--- src/core/pfl_consts.vh ---
// Command codes, reset values, field positions and timing for the fault limit block
`ifndef PFL_CONSTS_VH
`define PFL_CONSTS_VH

`define PFL_CMD_UV_LIMIT 8'h44
`define PFL_CMD_UV_REACTION 8'h45
`define PFL_CMD_OC_LIMIT 8'h46
`define PFL_CMD_UC_LIMIT 8'h4B
`define PFL_CMD_OT_LIMIT 8'h4F

`define PFL_RST_UV_LIMIT 16'h0000
`define PFL_RST_UV_REACTION 8'h00
`define PFL_RST_OC_LIMIT 16'h0000
`define PFL_RST_UC_LIMIT 16'h0000
`define PFL_RST_OT_LIMIT 16'h0000

`define PFL_MODE_MSB 7
`define PFL_MODE_LSB 6
`define PFL_RETRY_MSB 5
`define PFL_RETRY_LSB 3
`define PFL_DELAY_MSB 2
`define PFL_DELAY_LSB 0
`define PFL_MODE_DISABLE_RETRY 2'h2
`define PFL_RETRY_NONE 3'h0
`define PFL_RETRY_ENDLESS 3'h7

`define PFL_CLK_HZ 100000000
`define PFL_RETRY_UNIT_MS 35
`define PFL_RETRY_UNIT_CYCLES (`PFL_RETRY_UNIT_MS * (`PFL_CLK_HZ / 1000))

`endif

--- src/core/pfl_retry_timer.v ---
// Restart delay timer: waits (steps + 1) units after a start pulse
`include "pfl_consts.vh"
`default_nettype none

module pfl_retry_timer #(
  parameter UNIT_CYCLES = `PFL_RETRY_UNIT_CYCLES,
  parameter CW = 22
) (
  input wire clk_sys,
  input wire rst_n,
  input wire start,
  input wire cancel,
  input wire [2:0] steps,
  output reg done_q
);

  reg [CW-1:0] unit_cnt_q;
  reg [2:0] step_cnt_q;
  reg busy_q;
  wire unit_end = (unit_cnt_q == UNIT_CYCLES[CW-1:0] - {{(CW-1){1'b0}}, 1'b1});

  always @(posedge clk_sys or negedge rst_n) begin
    if (!rst_n) begin
      unit_cnt_q <= {CW{1'b0}};
      step_cnt_q <= 3'h0;
      busy_q <= 1'b0;
      done_q <= 1'b0;
    end else begin
      done_q <= 1'b0;
      if (cancel) begin
        busy_q <= 1'b0;
        unit_cnt_q <= {CW{1'b0}};
      end else if (start) begin
        busy_q <= 1'b1;
        unit_cnt_q <= {CW{1'b0}};
        step_cnt_q <= steps;
      end else if (busy_q) begin
        if (unit_end) begin
          unit_cnt_q <= {CW{1'b0}};
          if (step_cnt_q == 3'h0) begin
            busy_q <= 1'b0;
            done_q <= 1'b1;
          end else begin
            step_cnt_q <= step_cnt_q - 3'h1;
          end
        end else begin
          unit_cnt_q <= unit_cnt_q + {{(CW-1){1'b0}}, 1'b1};
        end
      end
    end
  end

endmodule // pfl_retry_timer

`default_nettype wire

--- src/core/pfl_fault_ctrl.v ---
// Fault threshold registers, fault detection and under-voltage restart control
//
// What this block does
// - Word register 0x44 holds under-voltage threshold.
// - Same threshold also drops the output-good flag.
// - Byte register 0x45 selects under-voltage reaction.
// - Every mode pulls alert low, sets fault flag.
// - Mode 10 disables output at once, then retries.
// - Restart count comes from bits 5:3.
// - Count 000: no restart, stay off until cleared.
// - Count 111: retry endlessly until off or shutdown.
// - Delay between restarts is (bits 2:0 + 1) x 35 ms.
// - Per-phase over-current peak limit at 0x46, Linear.
// - Per-phase under-current peak limit at 0x4B, Linear.
// - Over-temperature limit at 0x4F, Linear format.
// - Voltage thresholds compare as plain unsigned numbers.
`include "pfl_consts.vh"
`default_nettype none

module pfl_fault_ctrl #(
  parameter RETRY_UNIT_CYCLES = `PFL_RETRY_UNIT_CYCLES
) (
  input wire clk_sys,
  input wire rst_n,
  input wire [7:0] cmd_code,
  input wire cmd_write,
  input wire cmd_read,
  input wire [15:0] cmd_wdata,
  output reg [15:0] cmd_rdata_q,
  output reg cmd_rvalid_q,
  output reg cmd_unsupported_q,
  input wire output_on_cmd,
  input wire bias_ok,
  input wire clear_faults,
  input wire [15:0] vout_meas,
  input wire [15:0] iout_phase0_peak,
  input wire [15:0] iout_phase1_peak,
  input wire [15:0] temp_meas,
  output reg output_enable_q,
  output reg output_good_flag_q,
  output reg fault_uv_q,
  output reg fault_oc_q,
  output reg fault_uc_q,
  output reg fault_ot_q,
  output wire alert_line_out,
  output wire alert_line_oe_n
);

  localparam ST_OFF = 4'b0001;
  localparam ST_RUN = 4'b0010;
  localparam ST_WAIT = 4'b0100;
  localparam ST_HOLD = 4'b1000;

  reg [15:0] uv_limit_q;
  reg [7:0] uv_reaction_q;
  reg [15:0] oc_limit_q;
  reg [15:0] uc_limit_q;
  reg [15:0] ot_limit_q;
  reg [3:0] state_q;
  reg [2:0] retries_q;
  reg armed_q;

  // Linear word to signed fixed point scaled by 2^16, so exponents compare fairly
  function signed [47:0] lin_to_fix;
    input [15:0] w;
    reg [4:0] sh;
    begin
      sh = w[15:11] + 5'h10;
      lin_to_fix = {{37{w[10]}}, w[10:0]} <<< sh;
    end
  endfunction

  function known_cmd;
    input [7:0] c;
    begin
      known_cmd = (c == `PFL_CMD_UV_LIMIT) || (c == `PFL_CMD_UV_REACTION) ||
        (c == `PFL_CMD_OC_LIMIT) || (c == `PFL_CMD_UC_LIMIT) || (c == `PFL_CMD_OT_LIMIT);
    end
  endfunction

  wire [1:0] uv_mode = uv_reaction_q[`PFL_MODE_MSB:`PFL_MODE_LSB];
  wire [2:0] retry_field = uv_reaction_q[`PFL_RETRY_MSB:`PFL_RETRY_LSB];
  wire [2:0] delay_field = uv_reaction_q[`PFL_DELAY_MSB:`PFL_DELAY_LSB];

  // Output voltage is an unsigned mode word, not Linear
  wire vout_low = (vout_meas < uv_limit_q);
  wire uv_ev = (state_q == ST_RUN) && vout_low;
  wire signed [47:0] oc_fix = lin_to_fix(oc_limit_q);
  wire signed [47:0] uc_fix = lin_to_fix(uc_limit_q);
  // Each phase is checked against the per-phase value on its own
  wire oc_ev = (lin_to_fix(iout_phase0_peak) > oc_fix) ||
    (lin_to_fix(iout_phase1_peak) > oc_fix);
  wire uc_ev = (lin_to_fix(iout_phase0_peak) < uc_fix) ||
    (lin_to_fix(iout_phase1_peak) < uc_fix);
  wire ot_ev = lin_to_fix(temp_meas) > lin_to_fix(ot_limit_q);
  wire shutdown_ev = oc_ev || ot_ev;
  wire go_off = !output_on_cmd || !bias_ok;
  wire uv_retry_mode = (uv_mode == `PFL_MODE_DISABLE_RETRY);
  // First fault of a sequence takes the programmed count, later ones the remainder
  wire [2:0] retries_now = armed_q ? retries_q : retry_field;
  wire start_wait = (state_q == ST_RUN) && !go_off && !shutdown_ev && uv_ev &&
    uv_retry_mode && (retries_now != `PFL_RETRY_NONE);
  wire tmr_done;

  pfl_retry_timer #(
    .UNIT_CYCLES(RETRY_UNIT_CYCLES),
    .CW(32)
  ) u_timer (
    .clk_sys(clk_sys),
    .rst_n(rst_n),
    .start(start_wait),
    .cancel(state_q != ST_WAIT && !start_wait),
    .steps(delay_field),
    .done_q(tmr_done)
  );

  // Open drain: pulled low while any fault flag stands
  assign alert_line_out = 1'b0;
  assign alert_line_oe_n = !(fault_uv_q || fault_oc_q || fault_uc_q || fault_ot_q);

  always @(posedge clk_sys or negedge rst_n) begin
    if (!rst_n) begin
      uv_limit_q <= `PFL_RST_UV_LIMIT;
      uv_reaction_q <= `PFL_RST_UV_REACTION;
      oc_limit_q <= `PFL_RST_OC_LIMIT;
      uc_limit_q <= `PFL_RST_UC_LIMIT;
      ot_limit_q <= `PFL_RST_OT_LIMIT;
      cmd_rdata_q <= 16'h0000;
      cmd_rvalid_q <= 1'b0;
      cmd_unsupported_q <= 1'b0;
    end else begin
      cmd_rvalid_q <= cmd_read;
      cmd_unsupported_q <= (cmd_read || cmd_write) && !known_cmd(cmd_code);
      if (cmd_write) begin
        case (cmd_code)
          `PFL_CMD_UV_LIMIT: uv_limit_q <= cmd_wdata;
          `PFL_CMD_UV_REACTION: uv_reaction_q <= cmd_wdata[7:0];
          `PFL_CMD_OC_LIMIT: oc_limit_q <= cmd_wdata;
          `PFL_CMD_UC_LIMIT: uc_limit_q <= cmd_wdata;
          `PFL_CMD_OT_LIMIT: ot_limit_q <= cmd_wdata;
          default: ;
        endcase
      end
      if (cmd_read) begin
        case (cmd_code)
          `PFL_CMD_UV_LIMIT: cmd_rdata_q <= uv_limit_q;
          `PFL_CMD_UV_REACTION: cmd_rdata_q <= {8'h00, uv_reaction_q};
          `PFL_CMD_OC_LIMIT: cmd_rdata_q <= oc_limit_q;
          `PFL_CMD_UC_LIMIT: cmd_rdata_q <= uc_limit_q;
          `PFL_CMD_OT_LIMIT: cmd_rdata_q <= ot_limit_q;
          default: cmd_rdata_q <= 16'h0000;
        endcase
      end
    end
  end

  // Sticky fault flags; a new event in the clearing cycle keeps its flag
  always @(posedge clk_sys or negedge rst_n) begin
    if (!rst_n) begin
      fault_uv_q <= 1'b0;
      fault_oc_q <= 1'b0;
      fault_uc_q <= 1'b0;
      fault_ot_q <= 1'b0;
    end else begin
      fault_uv_q <= uv_ev || (fault_uv_q && !clear_faults);
      fault_oc_q <= oc_ev || (fault_oc_q && !clear_faults);
      fault_uc_q <= uc_ev || (fault_uc_q && !clear_faults);
      fault_ot_q <= ot_ev || (fault_ot_q && !clear_faults);
    end
  end

  always @(posedge clk_sys or negedge rst_n) begin
    if (!rst_n) begin
      state_q <= ST_OFF;
      output_enable_q <= 1'b0;
      output_good_flag_q <= 1'b0;
      retries_q <= 3'h0;
      armed_q <= 1'b0;
    end else begin
      // Power good follows the same threshold as the fault; it drops together with the
      // stage so it never outlives an enable that is being switched off on this edge
      output_good_flag_q <= (state_q == ST_RUN) && output_enable_q && !vout_low &&
        !go_off && !shutdown_ev;
      if (clear_faults) begin
        armed_q <= 1'b0;
      end
      case (state_q)
        ST_OFF: begin
          output_enable_q <= 1'b0;
          armed_q <= 1'b0;
          if (!go_off && !shutdown_ev) begin
            state_q <= ST_RUN;
            output_enable_q <= 1'b1;
          end
        end
        ST_RUN: begin
          if (go_off) begin
            state_q <= ST_OFF;
            output_enable_q <= 1'b0;
          end else if (shutdown_ev) begin
            state_q <= ST_HOLD;
            output_enable_q <= 1'b0;
          end else if (uv_ev && uv_retry_mode) begin
            output_enable_q <= 1'b0;
            retries_q <= retries_now;
            armed_q <= 1'b1;
            if (retries_now == `PFL_RETRY_NONE) begin
              state_q <= ST_HOLD;
            end else begin
              state_q <= ST_WAIT;
            end
          end
        end
        ST_WAIT: begin
          output_enable_q <= 1'b0;
          if (go_off) begin
            state_q <= ST_OFF;
          end else if (shutdown_ev) begin
            state_q <= ST_HOLD;
          end else if (tmr_done) begin
            state_q <= ST_RUN;
            output_enable_q <= 1'b1;
            // Endless setting never runs down
            if (retries_q != `PFL_RETRY_ENDLESS) begin
              retries_q <= retries_q - 3'h1;
            end
          end
        end
        ST_HOLD: begin
          output_enable_q <= 1'b0;
          // Stays dark until software clears the fault
          if (clear_faults) begin
            state_q <= ST_OFF;
          end
        end
        default: begin
          state_q <= ST_OFF;
          output_enable_q <= 1'b0;
        end
      endcase
    end
  end

endmodule // pfl_fault_ctrl

`default_nettype wire

--- config.mk ---
export PLATFORM = sky130hd
export DESIGN_NAME = pfl_fault_ctrl
export DESIGN_NICKNAME = d
export VERILOG_FILES = /design/src/core/pfl_retry_timer.v /design/src/core/pfl_fault_ctrl.v
export VERILOG_INCLUDE_DIRS = /design/src /design/src/core
export SDC_FILE = /design/constraint.sdc
export NUM_CORES = 1
export LEC_CHECK = 0
export BUFFER_PORTS_ARGS = -buffer_cell sky130_fd_sc_hd__buf_4
export CAP_MARGIN = 20
export CELL_PAD_IN_SITES_DETAIL_PLACEMENT = 0
export CELL_PAD_IN_SITES_GLOBAL_PLACEMENT = 2
export CORE_ASPECT_RATIO = 0.7
export CORE_MARGIN = 1.5
export CORE_UTILIZATION = 30
export DETAILED_ROUTE_END_ITERATION = 7
export PLACE_DENSITY_LB_ADDON = 0.12
export SYNTH_ARGS = -nofsm -noshare
export SYNTH_HDL_FRONTEND = slang
export SYNTH_SLANG_ARGS = --single-unit
--- constraint.sdc ---
create_clock -name clk_sys -period 9.6 [get_ports clk_sys]
set_input_delay 1.44 -clock clk_sys [delete_from_list [all_inputs] [get_ports clk_sys]]
set_output_delay 1.44 -clock clk_sys [all_outputs]
set_load 0.03 [all_outputs]
After elaboration in Yosys (flattened, before gate mapping) --
Index checks and enable logic that the tools add are counted.
Word-level totals: register bits 141, input port bits 95, logic and storage cells 177
Cells by class: $add $sub $neg 9, $lt $le $gt $ge 6, equality and inequality tests 25, shift-type cells 6, muxes and demuxes 51, bitwise gates (word level) 1, reductions and logical operators 58
Operator list (count):
- $sshl A48 B5 Y48 | 6
- $gt A48 B48 Y1 | 3
- $mux W32 | 4
- $lt A48 B48 Y1 | 2
- $pmux W16 S5 | 1
- $eq A8 B7 Y1 const B | 5
- $mux W3 | 12
- $mux W4 | 9
- $add A32 B1 Y32 const B | 1
- $eq A32 B22 Y1 const B | 1
- $add A5 B5 Y5 const B | 6
- $mux W1 | 21
- $logic_and A1 B1 Y1 | 18
- $logic_or A1 B1 Y1 | 16
- $lt A16 B16 Y1 | 1
- $ne A2 B2 Y1 const B | 8
- $pmux W4 S4 | 1
- $ne A4 B3 Y1 const B | 3
- $reduce_and A2 Y1 | 5
- $logic_not A1 Y1 | 9
- $reduce_and A4 Y1 | 2
- $reduce_and A8 Y1 | 1
- $logic_not A3 Y1 | 2
- $pmux W3 S2 | 1
- 13 further kinds | 18

Logic depth before layout (Yosys ltp) --
Gate-level depths: netlist of run 1.
word-level depth 14, gate-level depth with buffers 21, depth with buffers taken out 18

Modules after synthesis --
Synthesis of run 1 repeated with hierarchy kept, for this count alone.
Unflattened totals: cells, all modules 2130, area total of the unflattened synthesis 17042.6 um^2
Modules (own cells, without submodules):
- pfl_fault_ctrl | instances 1, cells each 1904, area each 14940.6 um^2, seq. area each 2603.7 um^2
- pfl_retry_timer | instances 1, cells each 226, area each 2102.0 um^2, seq. area each 925.9 um^2

Worst setup path after synthesis of run 1 --
OpenSTA, ideal clock, no wires.
path kind input -> register, start in iout_phase0_peak[11], end reg u_timer.step_cnt_q[0], setup time 125 ps, arrival time 5751 ps, data required time 9475 ps, setup slack 3724 ps, cell stages on the path 19, cell sequence clkbuf_1 clkbuf_1 mux2i_1 nand2_1 o21ai_0 inv_1 a21oi_1 a21o_1 o22ai_1 ha_1 a21oi_1 o21ai_0 a2111o_1 o32a_1 o311a_1 a31oi_1 or4b_4 nor2_2 mux2_2
On the way: word-level cells in the longest chain between the ends 14, elaborated cells on any way between the ends 18, classes of those cells 1 x add/sub; 1 x order compare; 1 x eq/ne; 1 x shift; 1 x mux; 1 x bitwise; 12 x reduce/logical
RTL lines:
- from (decl) | RTL line pfl_fault_ctrl.v:36 | input wire [15:0] iout_phase0_peak,
- $add A5 B5 Y5 * | RTL line pfl_fault_ctrl.v:68 | sh = w[15:11] + 5'h10;
- $sshl A48 B5 Y48 * | RTL line pfl_fault_ctrl.v:69 | lin_to_fix = {{37{w[10]}}, w[10:0]} <<< sh;
- $gt A48 B48 Y1 * | RTL line pfl_fault_ctrl.v:91 | wire oc_ev = (lin_to_fix(iout_phase0_peak) > oc_fix) ||
- $logic_or A1 B1 Y1 * | RTL line pfl_fault_ctrl.v:91
- $logic_or A1 B1 Y1 * | RTL line pfl_fault_ctrl.v:96 | wire shutdown_ev = oc_ev || ot_ev;
- $logic_not A1 Y1 * | RTL line pfl_fault_ctrl.v:101 | wire start_wait = (state_q == ST_RUN) && !go_off && !shutdown_ev && uv_ev &&
- $logic_and A1 B1 Y1 * (4 in a row) | RTL line pfl_fault_ctrl.v:101
- $logic_not A1 Y1 | RTL line pfl_fault_ctrl.v:112 | .cancel(state_q != ST_WAIT && !start_wait),
- $logic_and A1 B1 Y1 | RTL line pfl_fault_ctrl.v:112
- $not A1 Y1 (no source line)
- $reduce_and A4 Y1 (no source line)
- to (signal assigned) | RTL line pfl_retry_timer.v:36 | step_cnt_q <= steps;
- to (signal assigned) | RTL line pfl_retry_timer.v:44 | step_cnt_q <= step_cnt_q - 3'h1;
- to (decl) | RTL line pfl_retry_timer.v:18 | reg [2:0] step_cnt_q;
Mark *: on every way between the ends. The rest lies on a longest branch, timed or not. A chain may end at the register's enable or synchronous reset.

Worst setup path after layout of run 1 --
start reg oc_limit_q[13], end reg u_timer.step_cnt_q[2]
On the way: word-level cells in the longest chain between the ends 14, elaborated cells on any way between the ends 19, classes of those cells 1 x add/sub; 2 x order compare; 1 x eq/ne; 1 x shift; 1 x mux; 1 x bitwise; 12 x reduce/logical
RTL lines:
- from (decl) | RTL line pfl_fault_ctrl.v:56 | reg [15:0] oc_limit_q;
- from (signal assigned) | RTL line pfl_fault_ctrl.v:125 | oc_limit_q <= `PFL_RST_OC_LIMIT;
- from (signal assigned) | RTL line pfl_fault_ctrl.v:138 | `PFL_CMD_OC_LIMIT: oc_limit_q <= cmd_wdata;
- $add A5 B5 Y5 * | RTL line pfl_fault_ctrl.v:68
- $sshl A48 B5 Y48 * | RTL line pfl_fault_ctrl.v:69
- $gt A48 B48 Y1, on equally long branches | RTL line pfl_fault_ctrl.v:91, pfl_fault_ctrl.v:92
- $logic_or A1 B1 Y1 * | RTL line pfl_fault_ctrl.v:91
- $logic_or A1 B1 Y1 * | RTL line pfl_fault_ctrl.v:96
- $logic_not A1 Y1 * | RTL line pfl_fault_ctrl.v:101
- $logic_and A1 B1 Y1 * (4 in a row) | RTL line pfl_fault_ctrl.v:101
- $logic_not A1 Y1 | RTL line pfl_fault_ctrl.v:112
- $logic_and A1 B1 Y1 | RTL line pfl_fault_ctrl.v:112
- $not A1 Y1 (no source line)
- $reduce_and A4 Y1 (no source line)
Marks and branches as above.

==> summary.md, run 1 <==
| Metric | Value |
|---|---|
| Die area | between 50000 and 60000 um^2 |
| GRT Overall Usage | 23.03% |
| Drt total wl | roughly 67000 um |
| Top_reg_cell synth | dfrtp_1 |
| Post-DP HPWL | around 56000 um |
| Synth Cell Area | 16920 um^2 |
| I/O pin cnt | approximately 120 |
| Peak supply drop | 0.1046 mV |
| Antenna violations before repair | 2 |
| Switching Share | 37.60% |
| CTS tree | done |
| Slew @ Worst Pin | 1.162 ns |
| Wirelength per Cell | ~23 um |
| Post-synthesis cell count | between 2000 and 2500 |
| Maximum clock rate | roughly 150 MHz |
| Most frequent cells in the layout | nand2_1 (231), ha_1 (226), o21ai_0 (199), nor2_1 (181), a21oi_1 (146) |
| H-tree level count | 4 |
| Worst path max stage delay | 1.04 ns |
| Tot Pwr | 2.071 mW |
| Final Hold Viols | 0 |
| Asr flop ratio synth | 100.0% |
| Syn nets | between 2000 and 2500 |
| Global-route wire length before repair | between 100000 and 150000 um |
| Leakage | approximately 8.2 nW |
| Cts hold-fix bufs | 0 |
| Tmin final | 6.753 ns |
| Status | finished clean |
| Number of global-route vias before repair | 15340 |
| Hold WC Path Type | reg2reg |
| DRC Markers | 0 |
| Crit share post-route | a little over two thirds |
| Critical Path End Type | flop |
| Root Driver | clkbuf_16 |
| Netlist cell types | 76 |
| Initial core utilization | 30.50% |
| Commonest non-fill, non-tap cell in the layout | nand2_1 |
| Post-CTS sizing | 0 |
| Vias | between 15000 and 20000 |
| Largest net degree at the start of global routing | 74 |
| Internal power | approximately 1.3 mW |
| Pwr/cell area | around 110 nW/um^2 |
| Clk Latency, worst-skew pair | around 0.43 ns |
| Drt initial violations | around 1700 |
| Critical path fanouts, max | 19 |
| Net count, final | roughly 2500 |
| Row count | just over 70 |
| Via/cell ratio | around 5.7 |
| Sequential cell fraction of total power | between 30% and 40% |
| Detail Route Antenna Nets | 0 |
| Clock Sinks | ~140 |
| Ratio of cells with drive above 1 in the final layout | 13.82% |
| Sequential area share after synthesis | about a fifth |
| Yosys reg bits | 141 |
| Grt total ovfl | 0 |
| Hold_ws | 0.4867 ns |
| Die width | approximately 290 um |
| WP data required | between 9 and 10 ns |
| Setup TNS | 0 ns |
| Layout area overhead | 12.04% |
| Final setup viols | 0 |
| Hold Startpoint | u_timer.unit_cnt_q[21]$_DFFE_PN0P_ |
| Post-synth EDFFs | 0 |
| Clock network power share | approximately 31% |
| Max Buffers Root-to-Sink | 2 |
| Port Buffers | ~120 |
| CTS Buf Count | 17 |
| Syn. warnings | 0 |
| Slew HR | a little over a fifth |
| Slowest cell on the critical path | o41ai_1 |
| P_sw | ~0.78 mW |
| Reg clk slew, reported paths | 0.06 ns |
| Max cap viols | 0 |
| Arr. time, crit path | 7.06 ns |
| Syn avg cell area | between 7 and 8 um^2 |
| DRT Pass-1 Iters | 8 |
| Setup Buffers After CTS | 0 |
| Die Y | approximately 200 um |
| Routability Congestion | just over 1 |
| Crit start category | flop |
| RR Startpoint | oc_limit_q[13]$_DFFE_PN0P_ |
| Core footprint | ~55000 um^2 |
| Clk_skew | roughly 0.011 ns |
| Kind of critical path | reg2reg |
| Slew Limit Fails | 0 |
| Crit-path cells | inv_1 > o41ai_1 > nand2_1 > o21ai_0 > o21ai_0 > ha_1 > nand4_1 > nor4_1 > nand2_1 > a2111oi_0 > nor3_1 > a31oi_1 > or4b_4 > nor2_2 > mux2_2 |
| Part of the power in combinational logic | between 30% and 40% |
| RSZ-0062 raised after global routing | false |
| Delay-heaviest family, CP | compound AO/OA/AOI/OAI gates |
| Crit path launch | oc_limit_q[13]$_DFFE_PN0P_ |
| Buf/Inv on CP | 1 |
## metrics by stage
| step | cells | area [um^2] | setup WS [ns] | utilization [%] |
|---|---|---|---|---|
| after detailed placement | 2878 | 18380 | 2.863 | 33.12 |
| after global placement | 2878 | 18380 | 2.886 | 33.12 |
| final | 2911 | 18960 | 2.847 | 34.17 |
| after CTS | 2908 | 18950 | 3.192 | 34.14 |
| after global routing | 2910 | 18960 | 2.512 | 34.17 |
| after floorplan | 2128 | 16930 | 3.724 | - |
## cells in the mapped netlist, drive strengths merged (5+ instances only)
| cell | instances | share of area, % |
|---|---|---|
| o221ai | 6 | 0.31 |
| and2 | 26 | 0.96 |
| a222oi | 8 | 0.47 |
| o31a | 8 | 0.41 |
| a21boi | 12 | 0.53 |
| a21oi | 147 | 4.4 |
| nor2 | 182 | 4.1 |
| inv | 62 | 1.4 |
| a211oi | 18 | 0.80 |
| o22ai | 15 | 0.55 |
| nand2 | 231 | 5.1 |
| and3 | 10 | 0.37 |
| dfrtp | 140 | 21 |
| buf | 17 | 0.49 |
| nor4 | 16 | 0.59 |
| nor3 | 31 | 0.95 |
| o21ai | 199 | 5.9 |
| o21bai | 7 | 0.31 |
| o2bb2ai | 5 | 0.26 |
| o211ai | 14 | 0.62 |
| nor2b | 22 | 0.81 |
| nand4 | 57 | 2.1 |
| a22oi | 22 | 0.98 |
| a31oi | 39 | 1.5 |
| ha | 226 | 17 |
| or3 | 8 | 0.30 |
| mux2 | 109 | 7.3 |
| a21o | 83 | 3.7 |
| a221oi | 16 | 0.83 |
| nand3b | 6 | 0.27 |
| nand2b | 19 | 0.70 |
| clkbuf | 107 | 2.4 |
| nor4b | 8 | 0.41 |
| o31ai | 14 | 0.62 |
| nand3 | 39 | 1.2 |
| mux2i | 105 | 6.2 |
| or2 | 7 | 0.26 |
| o21a | 20 | 0.89 |
| or4b | 5 | 0.34 |
## flip-flops by register name, indices dropped and copies added, names as in the netlist
register / flops
u_timer.step_cnt_q: 3
output_enable_q: 1
armed_q: 1
fault_uv_q: 1
retries_q: 3
uv_limit_q: 16
fault_ot_q: 1
cmd_rdata_q: 16
cmd_rvalid_q: 1
u_timer.unit_cnt_q: 32
u_timer.busy_q: 1
u_timer.done_q: 1
ot_limit_q: 16
oc_limit_q: 16
uc_limit_q: 16
cmd_unsupported_q: 1
state_q: 4
fault_uc_q: 1
output_good_flag_q: 1
fault_oc_q: 1
uv_reaction_q: 8
## routing by layer
metal	wire, um	vias up	track usage (%)
li1	-	8033	-
met4	884	2	4.417
met3	4687	51	4.683
met5	20	-	0
met2	26080	494	30.57
met1	35810	7868	37.07
## area by class of cell
type	instances	area (um^2)
fillers	5843	36530
multi-input cells	1798	12670
flip-flops and latches	141	3530
repair buffers	136	1025
well taps	740	925.9
clock buffers	20	446.7
inverters	65	244.0
clock inverters	10	117.6
diodes	1	2.502
## power by group through the flow
stage | Clock [mW] | Sequential (mW) | Combinational, mW
after floorplan | 0 | 0.651 | 0.488
after global placement | 0 | 0.665 | 0.748
after detailed placement | 0 | 0.665 | 0.752
after CTS | 0.663 | 0.654 | 0.757
after global routing | 0.684 | 0.659 | 0.848
final | 0.647 | 0.654 | 0.769
## path summary, 6_finish.rpt
| kind | slack (ns) | cells past startpoint | end |
|---|---|---|---|
| setup / recovery | 2.85 | 15 | u_timer.step_cnt_q[2]$_DFFE_PN0P_ |
| min in group asynchronous | 1.05 | 1 | u_timer.unit_cnt_q[8]$_DFFE_PN0P_ |
| setup reg to reg | 2.85 | 15 | u_timer.step_cnt_q[2]$_DFFE_PN0P_ |
| hold / removal | 0.49 | 1 | u_timer.unit_cnt_q[21]$_DFFE_PN0P_ |
| max in group asynchronous | 7.13 | 2 | cmd_rvalid_q$_DFF_PN0_ |
| hold reg to reg | 0.49 | 1 | u_timer.unit_cnt_q[21]$_DFFE_PN0P_ |
## cell families (layout without fill, tap and decap cells)
kind of cell | Yosys count | after routing | share of synthesized area, %
muxes | 217 | 217 | 13.86
xor gates and xnor gates | 8 | 8 | 0.4139
adders and majority gates | 226 | 226 | 16.71
buffers and inverters | 189 | 231 | 4.303
DFF | 141 | 141 | 20.85
and+or+nand+nor | 677 | 677 | 18.87
AOI/OAI and AO/OA | 669 | 669 | 24.97
other | 1 | 2 | 0.02216
Power figures use the tool's default switching activity.
==> inputs of run 2 (changes only) <==
==> constraint.sdc (replaced) <==
create_clock -name clk_sys -period 5.72 [get_ports clk_sys]
set_input_delay 0.858 -clock clk_sys [delete_from_list [all_inputs] [get_ports clk_sys]]
set_output_delay 0.858 -clock clk_sys [all_outputs]
set_load 0.03 [all_outputs]
==> summary.md, run 2 (synthesis gave the netlist of run 1 again) <==
| Metric | Value |
|---|---|
| Hold WC Path Type | reg2reg |
| Commonest non-fill, non-tap cell in the layout | nand2_1 |
| RR Endpoint | u_timer.step_cnt_q[1]$_DFFE_PN0P_ |
| Hold path depth | 1 |
| Sequential cell fraction of total power | ~30% |
| Kind of critical path | reg2reg |
| R2R Setup Slk | around 0.24 ns |
| Global-route wire length before repair | 102600 um |
| Die area | 57870 um^2 |
| Via/cell ratio | 5.621 |
| Clk Latency, worst-skew pair | between 0.4 and 0.5 ns |
| Worst reg2reg path depth | 17 |
| Leakage | approximately 8.5 nW |
| Final setup viols | 0 |
| Initial core utilization | 30.50% |
| Critical path fanouts, max | 12 |
| Pwr/cell area | ~190 nW/um^2 |
| Core footprint | between 50000 and 60000 um^2 |
| Peak supply drop | between 0.15 and 0.2 mV |
| Biggest register | u_timer.unit_cnt_q |
| DRT Pass-1 Iters | 6 |
| Max reg flops | 32 |
| Cts hold-fix bufs | 0 |
| Internal power | between 2 and 2.5 mW |
| Port Buffers | ~120 |
| H-tree level count | 4 |
| Wirelength per Cell | between 20 and 25 um |
| Slowest cell on the critical path | o21ai_0 |
| Vias | 16650 |
| Net count, final | 2532 |
| Grt total ovfl | 0 |
| Antenna violations before repair | 0 |
| Ratio of cells with drive above 1 in the final layout | around 16% |
| GRT Overall Usage | about 23% |
| Post-DP HPWL | 55710 um |
| Number of global-route vias before repair | roughly 16000 |
| CTS Buf Count | 17 |
| Die width | 286.9 um |
| Clock network power share | around a third |
| Hold Startpoint | u_timer.unit_cnt_q[21]$_DFFE_PN0P_ |
| Critical Path End Type | flop |
| Fillers | approximately 6000 |
| Reg clk slew, reported paths | around 0.06 ns |
| I/O pin cnt | roughly 120 |
| Max Buffers Root-to-Sink | 2 |
| Tot Pwr | around 3.7 mW |
| Status | finished clean |
| Antenna Cells | 0 |
| Drt total wl | 67320 um |
| Arr. time, crit path | slightly below 6 ns |
| WP data required | between 6 and 7 ns |
| RR Startpoint | oc_limit_q[11]$_DFFE_PN0P_ |
| Slew Limit Fails | 0 |
| Pre-CTS setup slack | 0.02214 ns |
| Die Y | between 200 and 250 um |
| Final Hold Viols | 0 |
| Hold Path End | u_timer.unit_cnt_q[21]$_DFFE_PN0P_ |
| Layout area overhead | 14.86% |
| Switching Share | 36.11% |
| Detail Route Antenna Nets | 0 |
| Max cap viols | 0 |
| Part of the power in combinational logic | 36.0% |
| DRC Markers | 0 |
| Largest net degree at the start of global routing | 87 |
| Slew @ Worst Pin | roughly 1.1 ns |
| Maximum clock rate | approximately 180 MHz |
| Routability Congestion | slightly below 1 |
| P_sw | ~1.3 mW |
| Tmin final | between 5 and 6 ns |
| Crit-path cells | buf_4 > mux2i_1 > o21ai_0 > nand2_1 > nand2_1 > o21ai_0 > ha_1 > nand4_1 > nor4_1 > nand2_1 > or3_1 > o311a_1 > a31oi_1 > buf_4 > or4b_4 > nor2_2 > mux2_2 |
| Root Driver | clkbuf_16 |
| Setup TNS | 0 ns |
| Drt initial violations | 1526 |
| Most frequent cells in the layout | nand2_1 (231), ha_1 (226), o21ai_0 (199), buf_4 (187), nor2_1 (181) |
| Crit-path most repeated cell | nand2_1 |
| Row count | 72 |
| CTS tree | done |
| Crit start category | flop |
| Final WS setup | approximately 0.24 ns |
| Clock Sinks | 141 |
| Slew HR | approximately 24% |
| Clk_skew | approximately 0.011 ns |
| RSZ-0062 raised after global routing | false |
| Worst path max stage delay | 0.91 ns |
| Crit share post-route | 95.80% |
## run 2: cell count changes in the layout (fill, tap and decap cells not counted), sizes merged
| cell | delta |
|---|---|
| diode | -1 |
| bufinv | +3 |
| clkinv | -4 |
| buf | +54 |
| clkinvlp | +1 |
| inv | +2 |
| clkbuf | -3 |
## run 2: layout make-up
type	count	area, um^2	share of cell area [%]
Multi-Input combinational cell	1798	12670	65.19
Sequential cell	141	3530	18.16
Timing Repair Buffer	188	1415	7.279
Tap cell	740	925.9	4.763
Clock buffer	19	442.9	2.278
Inverter	65	244.0	1.255
Clock inverter	12	209.0	1.075
## run 2: what timing repair did
action / in CTS / in global routing
setup endpoints to repair: 0 / 4
buffers inserted: 0 / 0
resized for setup: 0 / 1
## run 2: stage by stage
| step | hold WS [ns] | instance area [um^2] | util, % | cells |
|---|---|---|---|---|
| after floorplan | 0.4371 | 16930 | - | 2128 |
| after global placement | 0.4602 | 18790 | 33.85 | 2932 |
| after detailed placement | 0.4549 | 18790 | 33.85 | 2932 |
| after CTS | 0.4741 | 19440 | 35.03 | 2963 |
| after global routing | 0.4950 | 19440 | 35.03 | 2963 |
| final | 0.4760 | 19440 | 35.03 | 2963 |
## run 2: worst max-delay path by stage
stage | depth (start not counted) | slack [ns] | startpoint | to
after floorplan | 19 | 0.43 | iout_phase0_peak[11] | u_timer.step_cnt_q[0]$_DFFE_PN0P_
after global placement | 18 | 0.23 | iout_phase0_peak[11] | retries_q[2]$_DFFE_PN0P_
after detailed placement | 18 | 0.02 | iout_phase0_peak[11] | u_timer.step_cnt_q[1]$_DFFE_PN0P_
after CTS | 18 | 0.35 | oc_limit_q[12]$_DFFE_PN0P_ | u_timer.step_cnt_q[1]$_DFFE_PN0P_
after global routing | 19 | 0.07 | oc_limit_q[10]$_DFFE_PN0P_ | u_timer.step_cnt_q[1]$_DFFE_PN0P_
final | 17 | 0.24 | oc_limit_q[11]$_DFFE_PN0P_ | u_timer.step_cnt_q[1]$_DFFE_PN0P_
## run 2: metal layers
layer,GRT usage [%],up-vias,wire length [um]
met5,0,-,0
met4,3.647,0,681
met3,3.424,40,3920
met2,32.15,427,26710
met1,37.01,8067,36010
li1,-,8120,-
## run 2: worst max-delay path: cells and delay by family, from the launching register on
kind            cells  cell delay [ns]
simple gates        8             2.02
compound gates      4             1.38
mux                 2             0.65
flops               1             0.57
buf+inv             2             0.46
fa+ha+maj           1             0.28
## run 2: power by group through the flow
stage	registers [mW]	logic (mW)	clock network (mW)
2_1_floorplan	1.09	0.819	0
3_3_place_gp	1.11	1.28	0
3_5_place_dp	1.11	1.30	0
4_1_cts	1.09	1.30	1.28
5_1_grt	1.10	1.47	1.32
6_report	1.09	1.32	1.25
==> inputs of run 3 (changes only) <==
--- a/config.mk
+++ b/config.mk
@@ -6,6 +6,7 @@
 export SDC_FILE = /design/constraint.sdc
 export NUM_CORES = 1
 export LEC_CHECK = 0
+export ABC_AREA = 1
 export BUFFER_PORTS_ARGS = -buffer_cell sky130_fd_sc_hd__buf_4
 export CAP_MARGIN = 20
 export CELL_PAD_IN_SITES_DETAIL_PLACEMENT = 0
==> summary.md, run 3 <==
| Metric | Value |
|---|---|
| Port Buffers | about 120 |
| Largest net degree at the start of global routing | 81 |
| Yosys reg bits | between 100 and 150 |
| Area leader, netlist | dfrtp_1 |
| Max reg flops | 32 |
| Syn. warnings | 0 |
| Crit-path most repeated cell | nand2_1 |
| Crit-path cells | o21ai_0 > o21ai_0 > o21ai_0 > nand2_1 > o21ai_0 > o21ai_0 > inv_1 > ha_1 > nand2_1 > nor2_1 > nand3b_1 > nor2_1 > nand2_1 > nor2_1 > nand4_1 > nand3_2 > nand3_4 > nor2_8 > nand2_4 > nand2_4 > nand2_1 > nand2_1 > nand2_1 |
| Slowest cell on the critical path | dfrtp_1 |
| Wirelength per Cell | 19.20 um |
| Vias | approximately 18000 |
| Leakage | 8.961 nW |
| I/O pin cnt | roughly 120 |
| Commonest non-fill, non-tap cell in the layout | nand2_1 |
| Peak supply drop | between 0.2 and 0.25 mV |
| Critical path fanouts, max | 24 |
| Post-synthesis cell count | between 2000 and 3000 |
| Hold WC Path Type | in2async |
| Fillers | approximately 6300 |
| CTS tree | done |
| DRT Pass-1 Iters | 5 |
| Final setup viols | 0 |
| Part of the power in combinational logic | a little under two fifths |
| Maximum clock rate | between 200 and 250 MHz |
| Post-CTS sizing | 0 |
| WP data required | ~6.1 ns |
| Final Hold Viols | 0 |
| Drt total wl | 66880 um |
| DRC Markers | 0 |
| Global-route wire length before repair | roughly 100000 um |
| Die width | a little under 300 um |
| Clock network power share | about a third |
| Drt initial violations | approximately 1600 |
| Clock Sinks | 141 |
| Routability Congestion | between 0.9 and 1 |
| Core footprint | between 50000 and 60000 um^2 |
| Die area | 59120 um^2 |
| Crit share post-route | between 80% and 90% |
| Layout area overhead | 11.90% |
| Ratio of cells with drive above 1 in the final layout | roughly a tenth |
| Count leader, synth | nand2_1 |
| Grt total ovfl | 0 |
| Arr. time, crit path | roughly 5.1 ns |
| Internal power | around 2.2 mW |
| H-tree level count | 4 |
| Number of global-route vias before repair | ~17000 |
| FF+latch area | approximately 3500 um^2 |
| Critical Path End Type | flop |
| Biggest register | u_timer.unit_cnt_q |
| Slew Limit Fails | 0 |
| Status | finished clean |
| Root Driver | clkbuf_16 |
| Sequential area share after synthesis | 20.41% |
| GRT Overall Usage | between 20% and 30% |
| Dpl cell area | approximately 19000 um^2 |
| Tmin final | 4.798 ns |
| CTS Buf Count | 17 |
| Top cells by count, synth | nand2_1 (709), o21ai_0 (446), inv_1 (272), ha_1 (226), nor2_1 (181) |
| Detail Route Antenna Nets | 0 |
| Post-synth EDFFs | 0 |
| Netlist cell types | 65 |
| Setup TNS | 0 ns |
| Top_reg_cell synth | dfrtp_1 |
| P_sw | 1.489 mW |
| Via/cell ratio | 5.189 |
| Clk_skew | approximately 0.016 ns |
| Row count | 73 |
| Switching Share | 40.82% |
| Synth area leaders | dfrtp_1 (20%), ha_1 (16%), nand2_1 (15%) |
| Slew @ Worst Pin | ~1.1 ns |
| Net count, final | ~3000 |
| Layout Utilization | between 30% and 40% |
| Setup Buffers After CTS | 0 |
| Kind of critical path | reg2reg |
| Cts hold-fix bufs | 0 |
| Multi-input logic area | between 10000 and 15000 um^2 |
| Tot Pwr | 3.647 mW |
| Most frequent cells in the layout | nand2_1 (709), o21ai_0 (446), inv_1 (272), ha_1 (226), nor2_1 (181) |
| Post-DP HPWL | 56150 um |
| Syn avg cell area | ~6.4 um^2 |
| Max Buffers Root-to-Sink | 2 |
| Reg clk slew, reported paths | around 0.070 ns |
| Syn nets | 3008 |
| Max cap viols | 0 |
| Clk Latency, worst-skew pair | roughly 0.44 ns |
| Crit start category | flop |
| Antenna violations before repair | 0 |
| Synth top area share | roughly a fifth |
| Post-route cell area | 19350 um^2 |
| Initial core utilization | 30.39% |
| Pwr/cell area | 188.4 nW/um^2 |
| Asr flop ratio synth | 100.0% |
| RSZ-0062 raised after global routing | false |
| Synth Cell Area | 17290 um^2 |
| Slew HR | 24.10% |
| Die Y | between 200 and 250 um |
| Worst path max stage delay | 0.75 ns |
| Sequential cell fraction of total power | 30.0% |
==> run 3: changes by cell type in the layout (fill, tap and decap cells not counted), sizes merged, moves of 31 or more <==
cell and delta:
a21o -76, a31oi -31, buf -60, inv +231, mux2 -109, mux2i -68, nand2 +483, nand3 +67
o21ai +260
==> run 3: metal layers <==
metal	track usage (%)	vias to the layer above	wire length, um
met2	31.76	499	26410
met5	0	-	0
li1	-	9110	-
met4	3.628	0	826
met1	35.39	8416	35870
met3	3.241	49	3774
==> run 3: stage by stage <==
step,hold WS [ns],std cells,setup slack (ns)
floorplan,0.4530,2687,2.060
global placement,0.4680,3451,1.074
detailed placement,0.4730,3451,1.064
CTS,0.4894,3482,1.058
global route,0.5126,3482,0.5483
finish,0.4577,3483,0.9224
==> run 3: layout make-up <==
type | instances | area share (%)
Multi-Input combinational cell | 2141 | 63.15
Antenna cell | 1 | 0.01293
Sequential cell | 141 | 18.24
Tap cell | 750 | 4.849
Inverter | 291 | 5.664
Timing Repair Buffer | 128 | 4.985
Clock inverter | 14 | 0.9052
Clock buffer | 17 | 2.198
==> run 3: logic make-up after synthesis <==
kind of cell / after synthesis / share of synthesized area (%)
flops: 141 / 20.41
mux: 37 / 2.142
buf+inv: 405 / 8.964
compound gates: 708 / 21.90
other cells: 1 / 0.02168
fa+ha+maj: 226 / 16.35
xor+xnor: 21 / 1.064
simple gates: 1148 / 29.15
==> run 3: final timing paths <==
kind / startpoint / end / slack [ns] / depth (start not counted)
worst min-delay path: rst_n / u_timer.unit_cnt_q[16]$_DFFE_PN0P_ / 0.46 / 1
worst min register to register: oc_limit_q[8]$_DFFE_PN0P_ / oc_limit_q[8]$_DFFE_PN0P_ / 0.49 / 2
max in group asynchronous: rst_n / cmd_rdata_q[15]$_DFFE_PN0P_ / 4.24 / 2
min in group clk_sys: oc_limit_q[8]$_DFFE_PN0P_ / oc_limit_q[8]$_DFFE_PN0P_ / 0.49 / 2
worst max register to register: oc_limit_q[11]$_DFFE_PN0P_ / state_q[2]$_DFFE_PN0P_ / 0.92 / 23
worst max-delay path: oc_limit_q[11]$_DFFE_PN0P_ / state_q[2]$_DFFE_PN0P_ / 0.92 / 23
==> run 3: worst max-delay path: cells and delay by family, from the launching register on <==
family,cells,cell delay (ns)
AOI/OAI and AO/OA,5,1.42
adders and majority gates,1,0.36
buffers and inverters,1,0.17
DFF,1,0.75
and+or+nand+nor,16,1.96
==> run 3: power by group through the flow <==
stage | registers, mW | logic, mW | clock network, mW
after global placement | 1.11 | 1.35 | 0
after floorplan | 1.10 | 0.899 | 0
after CTS | 1.09 | 1.37 | 1.19
after global routing | 1.10 | 1.58 | 1.23
after detailed placement | 1.11 | 1.36 | 0
final | 1.09 | 1.39 | 1.17
